$ cat src/common/ufb_pkg.sv
// Shared constants, types and functions of the frame and baud configuration block.
`default_nettype none
package ufb_pkg;
   localparam logic [3:0] ADDR_DATA = 4'h0;
   localparam logic [3:0] ADDR_LSC = 4'h1;
   localparam logic [3:0] ADDR_ENC = 4'h2;
   localparam logic [3:0] ADDR_SHARED = 4'h3;
   localparam logic [3:0] ADDR_BAUD_LO = 4'h4;
   localparam logic [3:0] ADDR_IRQ_STAT = 4'h5;
   localparam logic [3:0] ADDR_IRQ_MASK = 4'h6;
   localparam logic [3:0] ADDR_BAUD_HI_RD = 4'h7;
   localparam int FMT_SEL_BIT = 7;
   localparam int LSC_RXFULL = 7;
   localparam int LSC_TXRDY = 5;
   localparam int LSC_FE = 4;
   localparam int LSC_PE = 2;
   localparam int LSC_DBL = 1;
   localparam int ENC_RXEN = 4;
   localparam int ENC_TXEN = 3;
   localparam int ENC_CSZTOP = 2;
   localparam int ENC_RXB8 = 1;
   localparam int ENC_TXB8 = 0;
   localparam int IRQ_TXDONE = 0;
   localparam int IRQ_RXDONE = 1;
   localparam int IRQ_PE = 2;
   localparam int IRQ_FE = 3;
   localparam int IRQ_W = 4;
   localparam int BAUD_HI_W = 4;
   localparam int BAUD_W = 12;
   localparam int FRAME_W = 13;
   localparam logic [7:0] FMT_RESET = 8'h06;
   localparam logic [BAUD_W-1:0] BAUD_RESET = 12'h000;
   localparam logic [4:0] OVS_NORMAL = 5'h10;
   localparam logic [4:0] OVS_DOUBLE = 5'h08;

   typedef struct packed {
      logic sel;
      logic sync;
      logic [1:0] parity;
      logic stop2;
      logic [1:0] csz;
      logic pol;
   } ufb_fmt_t;

   typedef struct packed {
      logic wr;
      logic rd;
      logic [3:0] addr;
      logic [7:0] wdata;
   } ufb_bus_req_t;

   typedef enum logic {RX_IDLE, RX_DATA} ufb_rx_state_t;

   // Reserved size codes fall back to eight bits so a frame is always well formed.
   function automatic logic [3:0] ufb_char_len(input logic [2:0] code);
      case (code)
         3'b000: ufb_char_len = 4'd5;
         3'b001: ufb_char_len = 4'd6;
         3'b010: ufb_char_len = 4'd7;
         3'b111: ufb_char_len = 4'd9;
         default: ufb_char_len = 4'd8;
      endcase
   endfunction : ufb_char_len

   function automatic logic [8:0] ufb_mask(input logic [3:0] n);
      ufb_mask = 9'h1ff >> (4'd9 - n);
   endfunction : ufb_mask

   function automatic logic ufb_parity(input logic [8:0] d, input logic [3:0] n, input logic odd);
      ufb_parity = (^(d & ufb_mask(n))) ^ odd;
   endfunction : ufb_parity
endpackage : ufb_pkg
`default_nettype wire

$ cat src/hdl/ufb_sync_in.sv
// Two-stage synchroniser for an asynchronous input pin.
`timescale 1ns/1ps
`default_nettype none
module ufb_sync_in #(
   parameter logic RESET_VAL = 1'b1
) (
   input wire logic core_clk,
   input wire logic reset_n,
   input wire logic pin,
   output logic sync_ff
);
   logic meta_ff;

   always_ff @(posedge core_clk)
   begin
      if (!reset_n)
      begin
         meta_ff <= RESET_VAL;
         sync_ff <= RESET_VAL;
      end
      else
      begin
         meta_ff <= pin;
         sync_ff <= meta_ff;
      end
   end
endmodule : ufb_sync_in
`default_nettype wire

$ cat src/hdl/ufb_baud_gen.sv
// Baud prescaler: down counter giving one tick per divisor plus one clocks.
`timescale 1ns/1ps
`default_nettype none
module ufb_baud_gen #(
   parameter int DIV_W = 12
) (
   input wire logic core_clk,
   input wire logic reset_n,
   input wire logic load,
   input wire logic [DIV_W-1:0] divisor,
   input wire logic [DIV_W-1:0] load_value,
   output logic tick_ff
);
   logic [DIV_W-1:0] cnt_ff;

   if (DIV_W < 1)
   begin : g_chk
      $error("DIV_W must be at least one");
   end

   always_ff @(posedge core_clk)
   begin
      if (!reset_n)
      begin
         cnt_ff <= '0;
         tick_ff <= 1'b0;
      end
      else if (load)
      begin
         cnt_ff <= load_value;
         tick_ff <= 1'b0;
      end
      else if (cnt_ff == '0)
      begin
         cnt_ff <= divisor;
         tick_ff <= 1'b1;
      end
      else
      begin
         cnt_ff <= cnt_ff - 1'b1;
         tick_ff <= 1'b0;
      end
   end
endmodule : ufb_baud_gen
`default_nettype wire

$ cat src/hdl/ufb_top.sv
// Serial transceiver with frame format and baud divisor configuration registers.
//
// Design decisions made here: the plain strobed port and the address map.
`timescale 1ns/1ps
`default_nettype none
module ufb_top (
   input wire logic core_clk,
   input wire logic reset_n,
   input wire ufb_pkg::ufb_bus_req_t bus_req,
   output logic [7:0] rd_data_ff,
   input wire logic rxd_pin,
   output logic txd_ff,
   output logic sync_serial_clock_ff,
   output logic sync_serial_clock_oe_ff,
   output logic irq_ff
);
   import ufb_pkg::*;

   // -----------------------------------------------------------------
   // Configuration registers
   // -----------------------------------------------------------------
   ufb_fmt_t fmt_ff;
   logic [BAUD_HI_W-1:0] baud_hi_ff;
   logic [7:0] baud_lo_ff;
   logic dbl_ff;
   logic rx_en_ff;
   logic tx_en_ff;
   logic csz_top_ff;
   logic tx_b8_ff;
   logic [IRQ_W-1:0] irq_stat_ff;
   logic [IRQ_W-1:0] irq_mask_ff;
   logic wr_shared;
   logic wr_fmt;
   logic wr_hi;
   logic wr_lo;
   logic wr_data;
   logic rd_rxdata;

   always_comb
   begin
      wr_shared = bus_req.wr && bus_req.addr == ADDR_SHARED;
      wr_fmt = wr_shared && bus_req.wdata[FMT_SEL_BIT];
      wr_hi = wr_shared && !bus_req.wdata[FMT_SEL_BIT];
      wr_lo = bus_req.wr && bus_req.addr == ADDR_BAUD_LO;
      wr_data = bus_req.wr && bus_req.addr == ADDR_DATA;
      rd_rxdata = bus_req.rd && bus_req.addr == ADDR_DATA;
   end

   always_ff @(posedge core_clk)
   begin
      if (!reset_n)
         fmt_ff <= FMT_RESET;
      else if (wr_fmt)
         fmt_ff <= bus_req.wdata;
   end

   // Reserved upper bits are dropped, so stray ones cannot reach the divisor.
   always_ff @(posedge core_clk)
   begin
      if (!reset_n)
      begin
         baud_hi_ff <= BAUD_RESET[BAUD_W-1:8];
         baud_lo_ff <= BAUD_RESET[7:0];
      end
      else
      begin
         if (wr_hi)
            baud_hi_ff <= bus_req.wdata[BAUD_HI_W-1:0];
         if (wr_lo)
            baud_lo_ff <= bus_req.wdata;
      end
   end

   always_ff @(posedge core_clk)
   begin
      if (!reset_n)
      begin
         dbl_ff <= 1'b0;
         rx_en_ff <= 1'b0;
         tx_en_ff <= 1'b0;
         csz_top_ff <= 1'b0;
         tx_b8_ff <= 1'b0;
         irq_mask_ff <= '0;
      end
      else
      begin
         if (bus_req.wr && bus_req.addr == ADDR_LSC)
            dbl_ff <= bus_req.wdata[LSC_DBL];
         if (bus_req.wr && bus_req.addr == ADDR_ENC)
         begin
            rx_en_ff <= bus_req.wdata[ENC_RXEN];
            tx_en_ff <= bus_req.wdata[ENC_TXEN];
            csz_top_ff <= bus_req.wdata[ENC_CSZTOP];
            tx_b8_ff <= bus_req.wdata[ENC_TXB8];
         end
         if (bus_req.wr && bus_req.addr == ADDR_IRQ_MASK)
            irq_mask_ff <= bus_req.wdata[IRQ_W-1:0];
      end
   end

   // -----------------------------------------------------------------
   // Frame format decode and bit timing
   // -----------------------------------------------------------------
   logic [3:0] n;
   logic par_en;
   logic tick;
   logic [4:0] ovs_lim;
   logic [4:0] tx_ovs_ff;
   logic rise;
   logic fall;
   logic chg_edge;
   logic smp_edge;
   logic tx_bit;

   always_comb
   begin
      n = ufb_char_len({csz_top_ff, fmt_ff.csz});
      par_en = fmt_ff.parity[1];
      ovs_lim = (dbl_ff && !fmt_ff.sync) ? OVS_DOUBLE : OVS_NORMAL;
      rise = tick && fmt_ff.sync && !sync_serial_clock_ff;
      fall = tick && fmt_ff.sync && sync_serial_clock_ff;
      chg_edge = fmt_ff.pol ? fall : rise;
      smp_edge = fmt_ff.pol ? rise : fall;
      tx_bit = fmt_ff.sync ? chg_edge : (tick && tx_ovs_ff >= ovs_lim - 5'd1);
   end

   ufb_baud_gen #(
      .DIV_W(BAUD_W)
   ) ufb_baud_gen_inst (
      .core_clk(core_clk),
      .reset_n(reset_n),
      .load(wr_lo),
      .divisor({baud_hi_ff, baud_lo_ff}),
      .load_value({baud_hi_ff, bus_req.wdata}),
      .tick_ff(tick)
   );

   // A change of mode only restarts the bit divider; frames in flight are the caller's problem.
   always_ff @(posedge core_clk)
   begin
      if (!reset_n || fmt_ff.sync)
         tx_ovs_ff <= '0;
      else if (tick)
         tx_ovs_ff <= (tx_ovs_ff >= ovs_lim - 5'd1) ? 5'd0 : tx_ovs_ff + 5'd1;
   end

   always_ff @(posedge core_clk)
   begin
      if (!reset_n)
      begin
         sync_serial_clock_ff <= 1'b0;
         sync_serial_clock_oe_ff <= 1'b0;
      end
      else
      begin
         sync_serial_clock_oe_ff <= fmt_ff.sync;
         if (!fmt_ff.sync)
            sync_serial_clock_ff <= 1'b0;
         else if (tick)
            sync_serial_clock_ff <= !sync_serial_clock_ff;
      end
   end

   // -----------------------------------------------------------------
   // Transmitter
   // -----------------------------------------------------------------
   logic [8:0] tx_hold_ff;
   logic tx_pend_ff;
   logic [FRAME_W-2:0] tx_sh_ff;
   logic [3:0] tx_cnt_ff;
   logic tx_act_ff;
   logic [FRAME_W-1:0] tx_frame;
   logic [3:0] tx_len;
   logic tx_load;
   logic tx_done;

   always_comb
   begin
      tx_frame = '1;
      tx_frame[0] = 1'b0;
      for (int i = 0; i < 9; i++)
         if (4'(i) < n)
            tx_frame[i+1] = tx_hold_ff[i];
      if (par_en)
         tx_frame[n+4'd1] = ufb_parity(tx_hold_ff, n, fmt_ff.parity[0]);
      tx_len = 4'd2 + n + {3'b000, par_en} + {3'b000, fmt_ff.stop2};
      tx_load = tx_bit && tx_cnt_ff == 4'd0 && tx_pend_ff && tx_en_ff;
      tx_done = tx_bit && tx_cnt_ff == 4'd0 && tx_act_ff;
   end

   // Data written while the holding register is full is dropped.
   always_ff @(posedge core_clk)
   begin
      if (!reset_n)
      begin
         tx_pend_ff <= 1'b0;
         tx_hold_ff <= '0;
      end
      else if (wr_data && !tx_pend_ff)
      begin
         tx_pend_ff <= 1'b1;
         tx_hold_ff <= {tx_b8_ff, bus_req.wdata};
      end
      else if (tx_load)
         tx_pend_ff <= 1'b0;
   end

   always_ff @(posedge core_clk)
   begin
      if (!reset_n)
      begin
         txd_ff <= 1'b1;
         tx_sh_ff <= '1;
         tx_cnt_ff <= '0;
         tx_act_ff <= 1'b0;
      end
      else if (tx_load)
      begin
         txd_ff <= tx_frame[0];
         tx_sh_ff <= tx_frame[FRAME_W-1:1];
         tx_cnt_ff <= tx_len - 4'd1;
         tx_act_ff <= 1'b1;
      end
      else if (tx_bit && tx_cnt_ff != 4'd0)
      begin
         txd_ff <= tx_sh_ff[0];
         tx_sh_ff <= {1'b1, tx_sh_ff[FRAME_W-2:1]};
         tx_cnt_ff <= tx_cnt_ff - 4'd1;
      end
      else if (tx_done)
         tx_act_ff <= 1'b0;
   end

   // -----------------------------------------------------------------
   // Receiver
   // -----------------------------------------------------------------
   logic rxd_s;
   ufb_rx_state_t rx_st_ff;
   logic [4:0] rx_phase_ff;
   logic [3:0] rx_cnt_ff;
   logic [FRAME_W-1:0] rx_sh_ff;
   logic [FRAME_W-1:0] rx_new;
   logic [FRAME_W-1:0] rx_al;
   logic [3:0] rx_k;
   logic [4:0] rx_target;
   logic rx_samp;
   logic rx_fin;
   logic [8:0] rx_word;
   logic perr;
   logic ferr;
   logic [8:0] rx_data_ff;
   logic rx_full_ff;
   logic pe_ff;
   logic fe_ff;

   ufb_sync_in #(
      .RESET_VAL(1'b1)
   ) ufb_sync_in_inst (
      .core_clk(core_clk),
      .reset_n(reset_n),
      .pin(rxd_pin),
      .sync_ff(rxd_s)
   );

   // Only one stop bit is checked, whatever the transmit setting says.
   always_comb
   begin
      rx_target = (rx_st_ff == RX_DATA) ? ovs_lim - 5'd1 : (ovs_lim >> 1) - 5'd1;
      rx_samp = fmt_ff.sync ? smp_edge : (tick && rx_phase_ff == rx_target);
      rx_k = n + {3'b000, par_en} + 4'd1;
      rx_new = {rxd_s, rx_sh_ff[FRAME_W-1:1]};
      rx_al = rx_new >> (4'(FRAME_W) - rx_k);
      rx_word = rx_al[8:0] & ufb_mask(n);
      perr = par_en && rx_al[n] != ufb_parity(rx_word, n, fmt_ff.parity[0]);
      ferr = !rx_al[n + {3'b000, par_en}];
      rx_fin = rx_en_ff && rx_samp && rx_st_ff == RX_DATA && rx_cnt_ff == 4'd1;
   end

   always_ff @(posedge core_clk)
   begin
      if (!reset_n || !rx_en_ff || fmt_ff.sync || rx_samp)
         rx_phase_ff <= '0;
      else if (rx_st_ff == RX_IDLE && rxd_s)
         rx_phase_ff <= '0;
      else if (tick)
         rx_phase_ff <= rx_phase_ff + 5'd1;
   end

   always_ff @(posedge core_clk)
   begin
      if (!reset_n || !rx_en_ff)
      begin
         rx_st_ff <= RX_IDLE;
         rx_cnt_ff <= '0;
         rx_sh_ff <= '0;
      end
      else if (rx_samp)
      begin
         unique case (rx_st_ff)
            RX_IDLE:
            begin
               if (!rxd_s)
               begin
                  rx_st_ff <= RX_DATA;
                  rx_cnt_ff <= rx_k;
                  rx_sh_ff <= '0;
               end
            end
            RX_DATA:
            begin
               rx_sh_ff <= rx_new;
               rx_cnt_ff <= rx_cnt_ff - 4'd1;
               if (rx_cnt_ff == 4'd1)
                  rx_st_ff <= RX_IDLE;
            end
         endcase
      end
   end

   // A frame that ends in the cycle of a data read still lands; the new word wins.
   always_ff @(posedge core_clk)
   begin
      if (!reset_n || !rx_en_ff)
      begin
         rx_data_ff <= '0;
         rx_full_ff <= 1'b0;
         pe_ff <= 1'b0;
         fe_ff <= 1'b0;
      end
      else if (rx_fin)
      begin
         rx_data_ff <= rx_word;
         rx_full_ff <= 1'b1;
         pe_ff <= perr;
         fe_ff <= ferr;
      end
      else if (rd_rxdata)
      begin
         rx_full_ff <= 1'b0;
         pe_ff <= 1'b0;
         fe_ff <= 1'b0;
      end
   end

   // -----------------------------------------------------------------
   // Interrupts and read port
   // -----------------------------------------------------------------
   logic [IRQ_W-1:0] irq_set;
   logic [IRQ_W-1:0] irq_clr;
   logic [7:0] rdv;

   always_comb
   begin
      irq_set = '0;
      irq_set[IRQ_TXDONE] = tx_done;
      irq_set[IRQ_RXDONE] = rx_fin;
      irq_set[IRQ_PE] = rx_fin && perr;
      irq_set[IRQ_FE] = rx_fin && ferr;
      irq_clr = (bus_req.wr && bus_req.addr == ADDR_IRQ_STAT) ? bus_req.wdata[IRQ_W-1:0] : '0;
   end

   always_ff @(posedge core_clk)
   begin
      if (!reset_n)
      begin
         irq_stat_ff <= '0;
         irq_ff <= 1'b0;
      end
      else
      begin
         irq_stat_ff <= (irq_stat_ff & ~irq_clr) | irq_set;
         irq_ff <= |(irq_stat_ff & irq_mask_ff);
      end
   end

   always_comb
   begin
      rdv = '0;
      case (bus_req.addr)
         ADDR_DATA: rdv = rx_data_ff[7:0];
         ADDR_LSC:
         begin
            rdv[LSC_RXFULL] = rx_full_ff;
            rdv[LSC_TXRDY] = !tx_pend_ff;
            rdv[LSC_FE] = fe_ff;
            rdv[LSC_PE] = pe_ff;
            rdv[LSC_DBL] = dbl_ff;
         end
         ADDR_ENC:
         begin
            rdv[ENC_RXEN] = rx_en_ff;
            rdv[ENC_TXEN] = tx_en_ff;
            rdv[ENC_CSZTOP] = csz_top_ff;
            rdv[ENC_RXB8] = rx_data_ff[8];
            rdv[ENC_TXB8] = tx_b8_ff;
         end
         ADDR_SHARED: rdv = {1'b1, fmt_ff[6:0]};
         ADDR_BAUD_HI_RD: rdv = {4'h0, baud_hi_ff};
         ADDR_BAUD_LO: rdv = baud_lo_ff;
         ADDR_IRQ_STAT: rdv[IRQ_W-1:0] = irq_stat_ff;
         ADDR_IRQ_MASK: rdv[IRQ_W-1:0] = irq_mask_ff;
         default: rdv = '0;
      endcase
   end

   always_ff @(posedge core_clk)
   begin
      if (!reset_n)
         rd_data_ff <= '0;
      else
         rd_data_ff <= bus_req.rd ? rdv : 8'h00;
   end
endmodule : ufb_top
`default_nettype wire

$ cat config.mk
export PLATFORM = sky130hd
export DESIGN_NAME = ufb_top
export DESIGN_NICKNAME = d
export VERILOG_FILES = /design/src/common/ufb_pkg.sv /design/src/hdl/ufb_sync_in.sv /design/src/hdl/ufb_baud_gen.sv /design/src/hdl/ufb_top.sv
export SDC_FILE = /design/constraint.sdc
export NUM_CORES = 1
export LEC_CHECK = 0
export ABC_AREA = 1
export BUFFER_PORTS_ARGS = -buffer_cell sky130_fd_sc_hd__buf_2
export CORE_MARGIN = 2
export CORE_UTILIZATION = 39
export CTS_CLUSTER_DIAMETER = 120
export DETAILED_ROUTE_END_ITERATION = 10
export GPL_ROUTABILITY_DRIVEN = 0
export HOLD_SLACK_MARGIN = 0.06
export SKIP_CTS_REPAIR_TIMING = 1
export SYNTH_ARGS = -nofsm -noshare
export SYNTH_HDL_FRONTEND = slang
export SYNTH_HIERARCHICAL = 1
export SYNTH_SLANG_ARGS = --single-unit
$ cat constraint.sdc
create_clock -name core_clk -period 6 [get_ports core_clk]
set_input_delay 1.2 -clock core_clk [delete_from_list [all_inputs] [get_ports core_clk]]
set_output_delay 1.2 -clock core_clk [all_outputs]
set_load 0.02 [all_outputs]
==> flow_summary_export.csv <==
group,metric,value,unit
run_status,status,"finished, final reports clean",
routing,drc,0,
power,internal_power,1780,uW
power,p_seq_share,35.7,%
finish,multi_input_area,3960,um2
cts,clkLatencyLatePin,0.43,ns
power,peakVddDrop,0.253,mV
cts,clk_pin_slew,0.06,ns
power,power.switching,792,uW
worst_hold_path,hold_path.class,"reg -> reg",
synthesis,syn_inst,1029,
routing,via_per_inst,5.24,
synthesis,postSynthAreaPerCell,6.90,um2
worst_setup_path,worstPathRequired,6.27,ns
timing,skew,0.0109,ns
placement,port_buffers,28,
finish,seq_area,2500,um2
die,start_util,39.7,%
routing,drt_wl_total,19.1,mm
worst_setup_path,critPathArrivalTime,4.27,ns
synthesis,synth-edff-count,0,
synthesis,syn-num-nets,1064,
synthesis,synth_area,7100,um2
cts,ctsLongestPathBuffers,2,
synthesis,synth_area_leader_cell,"dfxtp_1",
timing,tns,0,ns
power,power,2570,uW
synthesis,yosysMostFrequentCell,"nand2_1",
routing,met2_length,8.65,mm
grt,grt_start_max_net_pins,52,
grt,grt_use_total,20.3,%
routing,highest_layer,"met4",
die,die_h,139,um
worst_setup_path,worstSetupPathType,"reg -> reg",
synthesis,synth_top_area_share,35.2,%
timing,drv_slew,0,
finish,drive_above_1_share,11.3,%
power,p_per_area,321,nW/um2
die,die_area,19300,um2
worst_setup_path,cp-end-kind,"register",
synthesis,ys.flop_type,"dfxtp_1",
grt,grt_pass1_vias,6339,
grt,grt_overflow_total,0,
synthesis,ys_seq_area_share,35.2,%
die,fp-row-count,49,
timing,setup_viol,0,
cts,numCtsBuffers,17,
power,p_leak,0.00337,uW
grt,grt_antenna_before_repair,0,
worst_setup_path,cp_max_fo,29,
synthesis,yosys_register_bits,125,
grt,grt_pass1_wl,32.0,mm
synthesis,synth_common_cells,"nand2_1 (245), dfxtp_1 (125), inv_1 (121)",
routing,drtPass1Iterations,5,
routing,vias,6758,
finish,syn_to_final_growth,12.7,%
timing,rsz0062_at_grt,"no",
die,pin_count,29,
routing,drtIter0Drc,556,
run,maxCapViolations,0,
finish,n_antenna_cell,0,
power,swShare,30.9,%
power,comb_power_share,21.3,%
routing,wl_met3,1.05,mm
timing,slew_headroom,28.5,%
routing,ant_nets,0,
power,clkPwrFrac,43.0,%
placement,dpl.hpwl,14.3,mm
worst_setup_path,cp-start-kind,"register",
finish,nNetsFinal,1083,
cts,h-tree-depth,4,
synthesis,async_flop_share,0,%
timing,worst_pin_slew,1.07,ns
synthesis,synthDistinctLibCells,52,
die,core,17900,um2
cts,cts-root-buf,"clkbuf_16",
routing,post_drt_wl_per_cell,14.8,um
timing,min_period,4.00,ns
cts,clkSinkCount,125,
timing,fin_crit_sh,66.6,%
timing,fmax,250,MHz
timing,hold_viol,0,
cts,cts_tree,"yes",
die,dieWidth,139,um
synthesis,synth.yosys.warnings,6,
routing,wl_met1,8.88,mm
finish,fill_cells,1837,
synthesis,synthTopCellsByArea,"dfxtp_1 (35%), nand2_1 (13%), inv_1 (6.4%)",
-- critical path, stage by stage, from the launching register on --
cell     delay, ns
dfxtp_1       0.38
nand2_4       0.13
inv_1         0.05
nand2_1       0.12
nand2_2       0.10
ha_1          0.81
ha_1          0.46
inv_1         0.38
nand2_1       0.09
o21ai_0       0.12
inv_1         0.07
nand3_1       0.11
nand3_1       0.16
nor2_1        0.16
nand2_1       0.06
nand3_1       0.10
nand2_1       0.06
nand2_1       0.07
nand2_1       0.05
nand2_1       0.07
nand3_1       0.08
nand3_1       0.12
a21oi_1       0.07
-- metrics by stage --
stage	cell area [um2]	hold slack [ns]	std cells	worst slack, ns	utilization [%]
4_1_cts	8010	0.408	1290	2.00	44.7
3_5_place_dp	7380	0.400	1258	2.01	41.2
5_1_grt	8010	0.440	1290	1.46	44.7
6_report	8010	0.404	1290	2.00	44.7
3_3_place_gp	7380	0.389	1258	2.13	41.2
2_1_floorplan	7100	0.380	1029	2.82	-
-- sequential cells by signal (all words and copies together), names as in the netlist, 4 cells and up --
| register | cells |
|---|---|
| tx_cnt_ff | 4 |
| fmt_ff | 7 |
| tx_ovs_ff | 5 |
| baud_lo_ff | 8 |
| rx_data_ff | 9 |
| irq_stat_ff | 4 |
| ufb_baud_gen_inst/cnt_ff | 12 |
| rx_phase_ff | 5 |
| irq_mask_ff | 4 |
| rd_data_ff | 8 |
| baud_hi_ff | 4 |
| rx_sh_ff | 12 |
| rx_cnt_ff | 4 |
| tx_sh_ff | 12 |
| tx_hold_ff | 9 |
-- layer usage --
metal	up-vias	track usage (%)
li1	3449	-
met1	3086	26.7
met2	177	32.6
met3	46	4.59
met4	0	7.71
met5	-	0
-- power groups by stage --
stage | sequential [uW] | combinational [uW] | clock [uW]
after floorplan | 921 | 477 | 0
final | 917 | 547 | 1100
after CTS | 916 | 551 | 1120
after global routing | 923 | 628 | 1150
after global placement | 934 | 547 | 0
after detailed placement | 934 | 549 | 0
-- kinds of logic (layout without fill, tap and decap cells) --
group	Yosys count	count (layout)	share of synthesized area [%]
AO/OA/AOI/OAI	225	225	17.8
buffers and inverters	159	191	9.11
XOR/XNOR	21	21	2.85
adder cells (fa/ha/maj)	18	18	3.28
multiplexers	1	1	0.141
AND/OR/NAND/NOR	480	480	31.6
flip-flops	125	125	35.2
-- path summary, 6_finish.rpt --
check	startpoint	end	slack [ns]	depth (start not counted)
setup / recovery	fmt_ff[1]$_SDFFE_PN1P_	pe_ff$_SDFFE_PP0P_	2.00	22
setup reg to reg	fmt_ff[1]$_SDFFE_PN1P_	pe_ff$_SDFFE_PP0P_	2.00	22
hold reg to reg	ufb_sync_in_inst/meta_ff$_SDFF_PN1_	ufb_sync_in_inst/sync_ff$_SDFF_PN1_	0.40	2
hold / removal	ufb_sync_in_inst/meta_ff$_SDFF_PN1_	ufb_sync_in_inst/sync_ff$_SDFF_PN1_	0.40	2
-- layout by cell type (no fill, tap or decap), types with 6 or more instances in the layout --
cell type	n
inv_1	121
nand3_1	78
nand3b_1	12
xnor2_1	8
inv_2	8
clkbuf_16	17
nor3_1	13
nand3_2	10
dfxtp_1	125
ha_1	17
nand2_4	7
nand2_1	245
xor2_1	12
nand4_1	11
nand2_2	14
o21ai_0	90
nor2_1	73
o211ai_1	7
buf_2	28
a221oi_1	6
a21oi_1	87
-- cell type report --
| class | count | area share, % |
|---|---|---|
| Clock buffer | 21 | 5.75 |
| Clock inverter | 11 | 2.06 |
| Inverter | 130 | 6.10 |
| Multi-Input combinational cell | 745 | 49.4 |
| Sequential cell | 125 | 31.3 |
| Tap cell | 229 | 3.58 |
| Timing Repair Buffer | 29 | 1.84 |
Note: power is estimated with default switching activity, not from simulation.
